[config.mk]
export PLATFORM = sky130hd
export DESIGN_NAME = sdor_option_regs
export DESIGN_NICKNAME = d
export VERILOG_FILES = /design/src/core/sdor_pkg.sv /design/src/core/sdor_irq_pulse.sv /design/src/core/sdor_option_regs.sv
export VERILOG_INCLUDE_DIRS = /design/src /design/src/core
export SDC_FILE = /design/constraint.sdc
export NUM_CORES = 1
export LEC_CHECK = 0
export BUFFER_PORTS_ARGS = -buffer_cell sky130_fd_sc_hd__clkbuf_2
export CAP_MARGIN = 25
export CORE_MARGIN = 2
export CORE_UTILIZATION = 40
export CTS_CLUSTER_SIZE = 10
export DETAILED_ROUTE_END_ITERATION = 8
export PLACE_DENSITY = 0.72
export SYNTH_ARGS = -nofsm -noshare
export SYNTH_HDL_FRONTEND = slang
export SYNTH_SLANG_ARGS = --single-unit
[constraint.sdc]
create_clock -name clk -period 3.2 [get_ports clk]
set_input_delay 0.64 -clock clk [delete_from_list [all_inputs] [get_ports clk]]
set_output_delay 0.64 -clock clk [all_outputs]
set_load 0.01 [all_outputs]
[src/core/sdor_params.svh]
/*
 * Register indices, field positions, reset values and field codes of the
 * vendor option register bank.
 * Assumes inclusion by bare name; definitions only.
 */
`ifndef SDOR_PARAMS_SVH
`define SDOR_PARAMS_SVH

// ==========================================================
// logical device numbers
`define SDOR_LDN_FLOPPY       8'h00
`define SDOR_LDN_PARALLEL     8'h03
`define SDOR_LDN_SERIAL1      8'h04

// ==========================================================
// register indices
`define SDOR_IDX_MODE         8'hF0
`define SDOR_IDX_OPTION       8'hF1
`define SDOR_IDX_TYPES        8'hF2
`define SDOR_IDX_ZERO         8'hF3
`define SDOR_IDX_DRV0         8'hF4
`define SDOR_IDX_DRV1         8'hF5

// ==========================================================
// reset values
`define SDOR_RST_FMODE        8'h0E
`define SDOR_RST_FOPT         8'h00
`define SDOR_RST_FTYPES       8'hFF
`define SDOR_RST_DRV          8'h00
`define SDOR_RST_PMODE        8'h3C
`define SDOR_RST_PMODE2       8'h00
`define SDOR_RST_SMODE        8'h00

// ==========================================================
// writable bit masks, reserved bits read as zero
`define SDOR_MASK_FMODE       8'hDF
`define SDOR_MASK_FOPT        8'hCC
`define SDOR_MASK_FTYPES      8'hFF
`define SDOR_MASK_DRV         8'h5B
`define SDOR_MASK_PMODE       8'hFF
`define SDOR_MASK_PMODE2      8'h03
`define SDOR_MASK_SMODE       8'h83

// ==========================================================
// field positions
`define SDOR_FM_ENH           0
`define SDOR_FM_NOBURST       1
`define SDOR_FM_IF_LO         2
`define SDOR_FM_IF_HI         3
`define SDOR_FM_SWAP          4
`define SDOR_FM_PUSHPULL      6
`define SDOR_FM_TRISTATE      7
`define SDOR_FO_DENS_LO       2
`define SDOR_FO_DENS_HI       3
`define SDOR_FO_BOOT_LO       6
`define SDOR_FO_BOOT_HI       7
`define SDOR_DR_TYPE_LO       0
`define SDOR_DR_TYPE_HI       1
`define SDOR_DR_RATE_LO       3
`define SDOR_DR_RATE_HI       4
`define SDOR_DR_PRECOMP       6
`define SDOR_FT_A_LO          0
`define SDOR_FT_A_HI          1
`define SDOR_FT_B_LO          2
`define SDOR_FT_B_HI          3
`define SDOR_PM_MODE_LO       0
`define SDOR_PM_MODE_HI       2
`define SDOR_PM_THR_LO        3
`define SDOR_PM_THR_HI        6
`define SDOR_PM_PULSE         7
`define SDOR_PM2_MUX_LO       0
`define SDOR_PM2_MUX_HI       1
`define SDOR_SM_MIDI          0
`define SDOR_SM_HISPEED       1
`define SDOR_SM_SHARE         7

// ==========================================================
// field codes
`define SDOR_DENS_FORCE1      2'h2
`define SDOR_DENS_FORCE0      2'h3
`define SDOR_BOOT_DRV0        2'h0
`define SDOR_BOOT_DRV1        2'h1
`define SDOR_MUX_DRV0         2'h1
`define SDOR_PP_PRINTER       3'h4
`define SDOR_PP_SPP           3'h0
`define SDOR_PP_EPP19         3'h1
`define SDOR_PP_EPP17         3'h5
`define SDOR_PP_ECP           3'h2
`define SDOR_PP_ECP_EPP19     3'h3
`define SDOR_PP_ECP_EPP17     3'h7
`define SDOR_ECR_ECP          3'h3
`define SDOR_ECR_FIFO         3'h2
`define SDOR_ECR_TEST         3'h6

`endif

[src/core/sdor_pkg.sv]
/*
 * Types shared by the option register bank.
 * Assumes sdor_params.svh supplies the numbers.
 */
package sdor_pkg;

	// ==========================================================
	// parallel interrupt style
	typedef enum logic [1:0] {
		SDOR_IRQ_NACK,
		SDOR_IRQ_LEVEL,
		SDOR_IRQ_PULSE
	} sdor_irq_style_e;

	typedef logic [7:0] sdor_byte_t;

endpackage

[src/core/sdor_irq_pulse.sv]
/*
 * Parallel port interrupt shaper: level, nack-following or low pulse
 * then release.
 * Assumes all inputs are on clk; pulse width is a parameter.
 */
`timescale 1ns/100ps
`include "sdor_params.svh"

module sdor_irq_pulse #(
	parameter int PULSE_CYCLES = 4
) (
	// clock and reset
	input  wire logic                     clk,
	input  wire logic                     rst,
	// control
	input  wire sdor_pkg::sdor_irq_style_e style,
	input  wire logic                     irq_req,
	input  wire logic                     nack_in,
	// pin
	output logic                          irq_out,
	output logic                          irq_oe
);

	typedef struct packed {
		logic       req_d;
		logic [7:0] cnt;
		logic       out;
		logic       oe;
	} sdor_irqp_s;

	sdor_irqp_s st_r;
	sdor_irqp_s st_nxt;

	always_comb begin
		st_nxt = st_r;
		st_nxt.req_d = irq_req;
		case (style)
			sdor_pkg::SDOR_IRQ_PULSE: begin
				// low pulse on a rising request, then released
				if (irq_req && !st_r.req_d) begin
					st_nxt.cnt = 8'(PULSE_CYCLES);
				end else if (st_r.cnt != 8'h00) begin
					st_nxt.cnt = st_r.cnt - 8'h01;
				end
				st_nxt.out = 1'b0;
				st_nxt.oe  = (st_nxt.cnt != 8'h00);
			end
			sdor_pkg::SDOR_IRQ_NACK: begin
				st_nxt.cnt = 8'h00;
				st_nxt.out = irq_req & ~nack_in;
				st_nxt.oe  = 1'b1;
			end
			default: begin
				st_nxt.cnt = 8'h00;
				st_nxt.out = irq_req;
				st_nxt.oe  = 1'b1;
			end
		endcase
	end

	always_ff @(posedge clk) begin
		if (rst) begin
			st_r <= '0;
		end else begin
			st_r <= st_nxt;
		end
	end

	assign irq_out = st_r.out;
	assign irq_oe  = st_r.oe;

endmodule

[src/core/sdor_option_regs.sv]
/*
 * Vendor option registers of the floppy, parallel and first serial
 * logical devices, and the controls these settings drive.
 * Assumes a plain register port on clk, with the logical device number
 * selected outside; hard_rst is power-on or host reset, soft resets are
 * not connected here. Pin-level inputs arrive asynchronously.
 */
// Added by the designer: the address-and-strobe port.
`timescale 1ns/100ps
`include "sdor_params.svh"

//Contract
//- Only hard reset restores defaults; soft reset leaves registers unchanged.
//- Floppy mode index F0 resets 0x0E; bit0 selects enhanced mode.
//- Floppy mode bit1: 0 burst DMA, 1 non-burst (default).
//- Floppy mode bits3:2 select interface style, 11 default AT.
//- Floppy mode bit4 swaps drive and motor selects of drives 0,1.
//- Floppy mode bit6: 0 open-drain outputs, 1 push-pull.
//- Floppy mode bit7 tristates floppy outputs; parallel-routed pins unaffected.
//- Floppy option F1 resets 0; bits3:2 control density output forcing.
//- Option bits7:6 select boot drive 0, 1, or none.
//- Drive types F2 resets 0xFF; A in 1:0, B in 3:2.
//- Floppy index F3 is read-only zero.
//- Drive 0 settings F4 reset 0; type, rate table, precomp disable.
//- Drive 1 settings F5 same layout and default as drive 0.
//- Parallel mode F0 resets 0x3C; bits2:0 select port mode.
//- Parallel mode bits6:3 hold ECP FIFO threshold, default 0111.
//- Parallel bit7 set gives low pulse interrupt, not in printer/SPP.
//- Parallel bit7 clear: interrupt follows nACK in EPP, else level; code follows nACK outside printer/SPP unless ECR is ECP, FIFO or test.
//- Parallel second mode F1 resets 0; code 01 puts drive 0 on port.
//- Serial one mode F0 resets 0; bit0 MIDI, bit1 high speed.
//- Serial bit7 makes both UARTs share one interrupt line.
//- Share set with two lines assigned: both lines assert on either.
module sdor_option_regs #(
	parameter int PULSE_CYCLES = 4
) (
	// clock and hard reset
	input  wire logic       clk,
	input  wire logic       hard_rst,
	// register port
	input  wire logic [7:0] ldn,
	input  wire logic [7:0] addr,
	input  wire logic [7:0] wdata,
	input  wire logic       wr,
	input  wire logic       rd,
	output logic      [7:0] rdata,
	// floppy core controls
	output logic            fdc_enhanced,
	output logic            fdc_burst,
	output logic      [1:0] fdc_if_style,
	output logic      [1:0] fdc_drive_a_type,
	output logic      [1:0] fdc_drive_b_type,
	output logic      [1:0] drive_type_sel0,
	output logic      [1:0] rate_table_sel0,
	output logic            precomp_disable0,
	output logic      [1:0] drive_type_sel1,
	output logic      [1:0] rate_table_sel1,
	output logic            precomp_disable1,
	output logic            boot_valid,
	output logic            boot_drive,
	// floppy pins
	input  wire logic [1:0] core_drive_sel_n,
	input  wire logic [1:0] core_motor_n,
	input  wire logic       core_density,
	output logic      [1:0] drive_sel_n_out,
	output logic      [1:0] drive_sel_n_oe,
	output logic      [1:0] motor_n_out,
	output logic      [1:0] motor_n_oe,
	output logic            density_out,
	output logic            density_oe,
	// floppy on parallel pins
	output logic            drive0_on_parallel,
	output logic            pp_drive_sel_n,
	output logic            pp_motor_n,
	// parallel port controls
	output logic      [2:0] pp_mode,
	output logic      [3:0] pp_fifo_threshold,
	input  wire logic [2:0] ecr_mode,
	input  wire logic       pp_irq_req,
	input  wire logic       nack_pin,
	output logic            pp_irq_out,
	output logic            pp_irq_oe,
	// serial controls
	output logic            midi_enable,
	output logic            high_speed,
	input  wire logic       uart1_irq,
	input  wire logic       uart2_irq,
	input  wire logic       uart1_irq_assigned,
	input  wire logic       uart2_irq_assigned,
	output logic            uart1_irq_line,
	output logic            uart2_irq_line
);

	// ==========================================================
	// state
	typedef struct packed {
		logic [7:0] fmode;
		logic [7:0] fopt;
		logic [7:0] ftypes;
		logic [7:0] drv0;
		logic [7:0] drv1;
		logic [7:0] pmode;
		logic [7:0] pmode2;
		logic [7:0] smode;
		logic [7:0] rdata;
		logic [1:0] nack_sync;
	} sdor_regs_s;

	sdor_regs_s st_r;
	sdor_regs_s st_nxt;

	function automatic logic [7:0] merge(input logic [7:0] mask, input logic [7:0] d);
		merge = d & mask;
	endfunction

	function automatic logic hit(input logic [7:0] dev, input logic [7:0] idx);
		hit = (ldn == dev) && (addr == idx);
	endfunction

	// ==========================================================
	// register file
	always_comb begin
		st_nxt = st_r;
		st_nxt.nack_sync = {st_r.nack_sync[0], nack_pin};
		st_nxt.rdata = 8'h00;
		if (wr) begin
			if (hit(`SDOR_LDN_FLOPPY, `SDOR_IDX_MODE)) begin
				st_nxt.fmode = merge(`SDOR_MASK_FMODE, wdata);
			end else if (hit(`SDOR_LDN_FLOPPY, `SDOR_IDX_OPTION)) begin
				st_nxt.fopt = merge(`SDOR_MASK_FOPT, wdata);
			end else if (hit(`SDOR_LDN_FLOPPY, `SDOR_IDX_TYPES)) begin
				st_nxt.ftypes = merge(`SDOR_MASK_FTYPES, wdata);
			end else if (hit(`SDOR_LDN_FLOPPY, `SDOR_IDX_DRV0)) begin
				st_nxt.drv0 = merge(`SDOR_MASK_DRV, wdata);
			end else if (hit(`SDOR_LDN_FLOPPY, `SDOR_IDX_DRV1)) begin
				st_nxt.drv1 = merge(`SDOR_MASK_DRV, wdata);
			end else if (hit(`SDOR_LDN_PARALLEL, `SDOR_IDX_MODE)) begin
				st_nxt.pmode = merge(`SDOR_MASK_PMODE, wdata);
			end else if (hit(`SDOR_LDN_PARALLEL, `SDOR_IDX_OPTION)) begin
				st_nxt.pmode2 = merge(`SDOR_MASK_PMODE2, wdata);
			end else if (hit(`SDOR_LDN_SERIAL1, `SDOR_IDX_MODE)) begin
				st_nxt.smode = merge(`SDOR_MASK_SMODE, wdata);
			end
		end
		if (rd) begin
			// unmapped indices, and the fixed zero index, read as zero
			if (hit(`SDOR_LDN_FLOPPY, `SDOR_IDX_MODE)) begin
				st_nxt.rdata = st_r.fmode;
			end else if (hit(`SDOR_LDN_FLOPPY, `SDOR_IDX_OPTION)) begin
				st_nxt.rdata = st_r.fopt;
			end else if (hit(`SDOR_LDN_FLOPPY, `SDOR_IDX_TYPES)) begin
				st_nxt.rdata = st_r.ftypes;
			end else if (hit(`SDOR_LDN_FLOPPY, `SDOR_IDX_ZERO)) begin
				st_nxt.rdata = 8'h00;
			end else if (hit(`SDOR_LDN_FLOPPY, `SDOR_IDX_DRV0)) begin
				st_nxt.rdata = st_r.drv0;
			end else if (hit(`SDOR_LDN_FLOPPY, `SDOR_IDX_DRV1)) begin
				st_nxt.rdata = st_r.drv1;
			end else if (hit(`SDOR_LDN_PARALLEL, `SDOR_IDX_MODE)) begin
				st_nxt.rdata = st_r.pmode;
			end else if (hit(`SDOR_LDN_PARALLEL, `SDOR_IDX_OPTION)) begin
				st_nxt.rdata = st_r.pmode2;
			end else if (hit(`SDOR_LDN_SERIAL1, `SDOR_IDX_MODE)) begin
				st_nxt.rdata = st_r.smode;
			end
		end
	end

	// hard reset only; soft resets never reach this block
	always_ff @(posedge clk) begin
		if (hard_rst) begin
			st_r.fmode     <= `SDOR_RST_FMODE;
			st_r.fopt      <= `SDOR_RST_FOPT;
			st_r.ftypes    <= `SDOR_RST_FTYPES;
			st_r.drv0      <= `SDOR_RST_DRV;
			st_r.drv1      <= `SDOR_RST_DRV;
			st_r.pmode     <= `SDOR_RST_PMODE;
			st_r.pmode2    <= `SDOR_RST_PMODE2;
			st_r.smode     <= `SDOR_RST_SMODE;
			st_r.rdata     <= 8'h00;
			st_r.nack_sync <= 2'h0;
		end else begin
			st_r <= st_nxt;
		end
	end

	assign rdata = st_r.rdata;

	// ==========================================================
	// floppy controls
	logic swap;
	logic [1:0] dens_code;
	logic [1:0] boot_code;

	assign fdc_enhanced     = st_r.fmode[`SDOR_FM_ENH];
	assign fdc_burst        = ~st_r.fmode[`SDOR_FM_NOBURST];
	assign fdc_if_style     = st_r.fmode[`SDOR_FM_IF_HI:`SDOR_FM_IF_LO];
	assign fdc_drive_a_type = st_r.ftypes[`SDOR_FT_A_HI:`SDOR_FT_A_LO];
	assign fdc_drive_b_type = st_r.ftypes[`SDOR_FT_B_HI:`SDOR_FT_B_LO];
	assign drive_type_sel0  = st_r.drv0[`SDOR_DR_TYPE_HI:`SDOR_DR_TYPE_LO];
	assign rate_table_sel0  = st_r.drv0[`SDOR_DR_RATE_HI:`SDOR_DR_RATE_LO];
	assign precomp_disable0 = st_r.drv0[`SDOR_DR_PRECOMP];
	assign drive_type_sel1  = st_r.drv1[`SDOR_DR_TYPE_HI:`SDOR_DR_TYPE_LO];
	assign rate_table_sel1  = st_r.drv1[`SDOR_DR_RATE_HI:`SDOR_DR_RATE_LO];
	assign precomp_disable1 = st_r.drv1[`SDOR_DR_PRECOMP];

	assign boot_code  = st_r.fopt[`SDOR_FO_BOOT_HI:`SDOR_FO_BOOT_LO];
	assign boot_valid = (boot_code == `SDOR_BOOT_DRV0) || (boot_code == `SDOR_BOOT_DRV1);
	assign boot_drive = (boot_code == `SDOR_BOOT_DRV1);

	assign swap         = st_r.fmode[`SDOR_FM_SWAP];
	assign dens_code    = st_r.fopt[`SDOR_FO_DENS_HI:`SDOR_FO_DENS_LO];

	// open-drain drives only low; push-pull drives both levels
	// mode is an argument; st_r.fmode is passed, so the enables follow the registered mode
	function automatic logic pin_oe(input logic [7:0] mode, input logic level);
		pin_oe = ~mode[`SDOR_FM_TRISTATE] & (mode[`SDOR_FM_PUSHPULL] | ~level);
	endfunction

	logic [1:0] sel_mapped;
	logic [1:0] mot_mapped;
	logic       dens_val;

	assign sel_mapped = swap ? {core_drive_sel_n[0], core_drive_sel_n[1]}
	                         : core_drive_sel_n;
	assign mot_mapped = swap ? {core_motor_n[0], core_motor_n[1]} : core_motor_n;

	always_comb begin
		if (dens_code == `SDOR_DENS_FORCE1) begin
			dens_val = 1'b1;
		end else if (dens_code == `SDOR_DENS_FORCE0) begin
			dens_val = 1'b0;
		end else begin
			dens_val = core_density;
		end
	end

	assign drive_sel_n_out = sel_mapped;
	assign motor_n_out     = mot_mapped;
	assign density_out     = dens_val;
	assign drive_sel_n_oe  = {pin_oe(st_r.fmode, sel_mapped[1]), pin_oe(st_r.fmode, sel_mapped[0])};
	assign motor_n_oe      = {pin_oe(st_r.fmode, mot_mapped[1]), pin_oe(st_r.fmode, mot_mapped[0])};
	assign density_oe      = pin_oe(st_r.fmode, dens_val);

	// parallel-routed floppy signals ignore output type and tristate bits
	assign drive0_on_parallel = (st_r.pmode2[`SDOR_PM2_MUX_HI:`SDOR_PM2_MUX_LO]
	                             == `SDOR_MUX_DRV0);
	assign pp_drive_sel_n = drive0_on_parallel ? sel_mapped[0] : 1'b1;
	assign pp_motor_n     = drive0_on_parallel ? mot_mapped[0] : 1'b1;

	// ==========================================================
	// parallel port controls
	sdor_pkg::sdor_irq_style_e irq_style;

	assign pp_mode           = st_r.pmode[`SDOR_PM_MODE_HI:`SDOR_PM_MODE_LO];
	assign pp_fifo_threshold = st_r.pmode[`SDOR_PM_THR_HI:`SDOR_PM_THR_LO];

	always_comb begin
		if (st_r.pmode[`SDOR_PM_PULSE] && (pp_mode != `SDOR_PP_PRINTER)
		    && (pp_mode != `SDOR_PP_SPP)) begin
			irq_style = sdor_pkg::SDOR_IRQ_PULSE;
		end else if ((ecr_mode == `SDOR_ECR_ECP) || (ecr_mode == `SDOR_ECR_FIFO)
		             || (ecr_mode == `SDOR_ECR_TEST)) begin
			irq_style = sdor_pkg::SDOR_IRQ_LEVEL;
		end else if ((pp_mode == `SDOR_PP_PRINTER) || (pp_mode == `SDOR_PP_SPP)) begin
			irq_style = sdor_pkg::SDOR_IRQ_LEVEL;
		end else begin
			irq_style = sdor_pkg::SDOR_IRQ_NACK;
		end
	end

	sdor_irq_pulse #(
		.PULSE_CYCLES (PULSE_CYCLES)
	) u_irq (
		.clk     (clk),
		.rst     (hard_rst),
		.style   (irq_style),
		.irq_req (pp_irq_req),
		.nack_in (st_r.nack_sync[1]),
		.irq_out (pp_irq_out),
		.irq_oe  (pp_irq_oe)
	);

	// ==========================================================
	// serial controls
	logic share;

	assign midi_enable = st_r.smode[`SDOR_SM_MIDI];
	assign high_speed  = st_r.smode[`SDOR_SM_HISPEED];
	assign share       = st_r.smode[`SDOR_SM_SHARE];

	// with one line unassigned (as software is expected to set up) the
	// unassigned output goes nowhere; with two assigned both fire
	assign uart1_irq_line = share ? (uart1_irq | uart2_irq) : uart1_irq;
	assign uart2_irq_line = share ? (uart1_irq | uart2_irq) : uart2_irq;

endmodule

==> reports/qor.txt <==
Gr ovfl total: 0
Period utilization: 0.7986
Net count, final: 477
Seq/Total Area, Yosys: 0.3862
Hold Vio Cnt, Final: 0
TritonCTS buffer count: 9
FF+latch count, synth: 63
Vias/cell: 5.452
Combinational share of power: 0.064
Share of layout cells above drive strength 1: 0.3082
Pwr dens: 442.0 mW/mm2
Syn Nets: 414
Post-CTS Setup Bufs: 0
Mapped Area: 0.003266 mm2
Design area: 0.003860 mm2
CTS max path bufs: 2
Ant. Diodes: 0
Worst hold slack: 0.4449 ns
Met1 Use GR: 0.2368
CTS root buf: clkbuf_8
Gr usage total: 0.1946
Placer Congestion: 0.9298
Number of remaining DRC errors: 0
Final worst setup slack: 0.6444 ns
H-tree levels: 3
Die Wd: 94.36 um
Largest net degree at the start of global routing: 54
First-pass GRT wire length: 13490 um
Final WL: 8331 um
FFs w/ async S/R, synth: 0
Crit end category: register
Clock Latency Late Sink: 0.34 ns
Seq pwr share: 0.462
Finished Layout Cells: 540
Pre-CTS WS: 0.3303 ns
Synth area leaders: dfxtp_1 (39%), mux2i_1 (9.2%), buf_4 (6.7%)
Core Util, Final: 0.4944
Initial antenna violation count: 0
Final Skew: 0.007469 ns
Placed cell count: 524
Pre-antenna DRT Iters: 5
Sw Pwr: 0.3721 mW
Antenna viol nets, final: 0
Synthesized area per cell: 8.826 um2
Share of the synthesized area in the top cell type: 0.3862
Syn. warnings: 0
Worst slew pin tran: 0.6357 ns
Number of flops mapped to enable cells by yosys: 0
Vert. Die Dim: 94.36 um
F_max: 391.3 MHz
# setup viols final: 0
Slew HR: 0.5723
Ys flop type: dfxtp_1
Library cells used by synthesis: 54
Worst hold path type: register to register
Worst-path clk slew: 0.07 ns
Max FO, Critical Path: 11
WL/cell: 15.43 um
CTS tree: built
Worst EP required: 3.41 ns
Gr busiest metal: met2
CTS resizes: 0
Vias in the first global route: 2799
Critical Path AT: 2.76 ns
Met2 usage: 0.3256
Post-Syn Instances: 370
Pint: 1.334 mW
Pwr Total: 1.706 mW
Sum Neg Setup Slack: 0 ns
Vias: 2944
CP Launch Type: input port
Slew Limit Fails: 0
Sw frac: 0.2181
Initial core utilization: 0.4183
Period minus WS final: 2.556 ns
Crit Path Category: input port to register
Leakage: 1.776 nW
VDD IR-drop max: 0.0003617 V
Layout area overhead: 18.20%
Max-Cap Viols: 0
Buffers on Ports: 93
Num rows: 32
Leading area contributor after synthesis: dfxtp_1
Hold buffer count at cts: 0
Core ar.: 0.007807 mm2
IO Pins: 96
Final HPWL DP: 6260 um
DP Area: 0.003618 mm2
Routing usage on met3: 0.05507
Status: finished, final reports clean
Die ar.: 0.008903 mm2
Unrepaired setup endpoints after global routing: no
Clock sink count: 63
Clock power frac: 0.474
Iter 0 DRT Violations: 158
==> state kept, by name, summed over array words and instances, names as in the netlist, 2 cells and up <==
register           flops
st_r                  12
u_irq.st_r             9
rdata                  8
pp_fifo_threshold      4
pp_mode                3
boot_code              2
dens_code              2
drive_type_sel0        2
drive_type_sel1        2
fdc_drive_a_type       2
fdc_drive_b_type       2
fdc_if_style           2
rate_table_sel0        2
rate_table_sel1        2
==> cell families (layout without fill, tap and decap cells) <==
family                     count (synthesis)  in the layout  share of synthesized area
adders and majority gates                  2              2                   0.007662
AOI/OAI and AO/OA                         70             70                     0.1533
xor gates and xnor gates                   7              7                    0.01877
and+or+nand+nor                          123            123                     0.2100
DFF                                       63             63                     0.3862
buffers and inverters                     72            140                     0.1218
muxes                                     33             33                     0.1023
==> critical path, stage by stage <==
cell and delay (ns):
clkbuf_2 0.11, or4_4 0.62, or4_4 0.58, o2111ai_2 0.51, mux2i_1 0.25, nor2_1 0.05
==> final cells by class <==
cell class / instances / area [um2]
Tap cell: 102 / 127.6
Fill cell: 793 / 3948
Clock inverter: 4 / 76.32
Sequential cell: 63 / 1261
Clock buffer: 12 / 165.2
Timing Repair Buffer: 104 / 548.0
Inverter: 20 / 75.07
Multi-Input combinational cell: 235 / 1607
==> cells in the mapped netlist, types with 10 or more instances <==
cell,number
clkbuf_1,17
dfxtp_1,63
nand2_1,21
nor2_1,32
nand2b_1,11
o21ai_0,11
nor3_1,10
buf_4,29
a21oi_1,16
inv_1,20
a31oi_1,10
nor4_1,12
mux2i_1,30
==> power by group through the flow <==
stage / combinational (mW) / sequential, mW / clock, mW
finish: 0.109 / 0.788 / 0.809
floorplan: 0.0544 / 0.806 / 0
CTS: 0.109 / 0.788 / 0.827
global placement: 0.106 / 0.806 / 0
global route: 0.121 / 0.787 / 0.865
detailed placement: 0.108 / 0.806 / 0
==> metal layers <==
| layer | up-vias | part of all wire |
|---|---|---|
| li1 | 1431 | - |
| met2 | 111 | 0.50 |
| met5 | - | 0 |
| met3 | 11 | 0.072 |
| met4 | 0 | 0.017 |
| met1 | 1391 | 0.42 |
==> worst paths after layout <==
path / start / endpoint / slack (ns) / cells past startpoint
worst min-delay path: st_nxt[1]$_SDFF_PP0_ / st_r[1]$_SDFF_PP0_ / 0.44 / 1
worst min register to register: st_nxt[1]$_SDFF_PP0_ / st_r[1]$_SDFF_PP0_ / 0.44 / 1
worst max-delay path: ldn[7] / rate_table_sel1[1]$_SDFFE_PP0P_ / 0.64 / 6
worst max register to register: u_irq.st_r[5]$_SDFF_PP0_ / u_irq.irq_oe$_SDFF_PP0_ / 0.90 / 5
==> placed cells by master (no fill, tap or decap), types with 3 or more instances in the layout <==
| cell | count |
|---|---|
| nor2_1 | 32 |
| xnor2_1 | 4 |
| mux2i_1 | 30 |
| o21ai_0 | 11 |
| a221oi_1 | 3 |
| a211o_1 | 4 |
| a31oi_1 | 10 |
| nand2b_1 | 11 |
| nor3_1 | 10 |
| or4_1 | 4 |
| o22ai_1 | 3 |
| nor2b_1 | 7 |
| or4b_2 | 3 |
| clkbuf_8 | 12 |
| dfxtp_1 | 63 |
| mux2_2 | 3 |
| clkbuf_2 | 93 |
| inv_1 | 20 |
| a222oi_1 | 4 |
| nor4_1 | 12 |
| a21oi_1 | 16 |
| a22oi_1 | 3 |
| nand2_1 | 21 |
| xor2_1 | 3 |
| buf_4 | 11 |
| and3_1 | 4 |
Power figures use the tool's default switching activity.
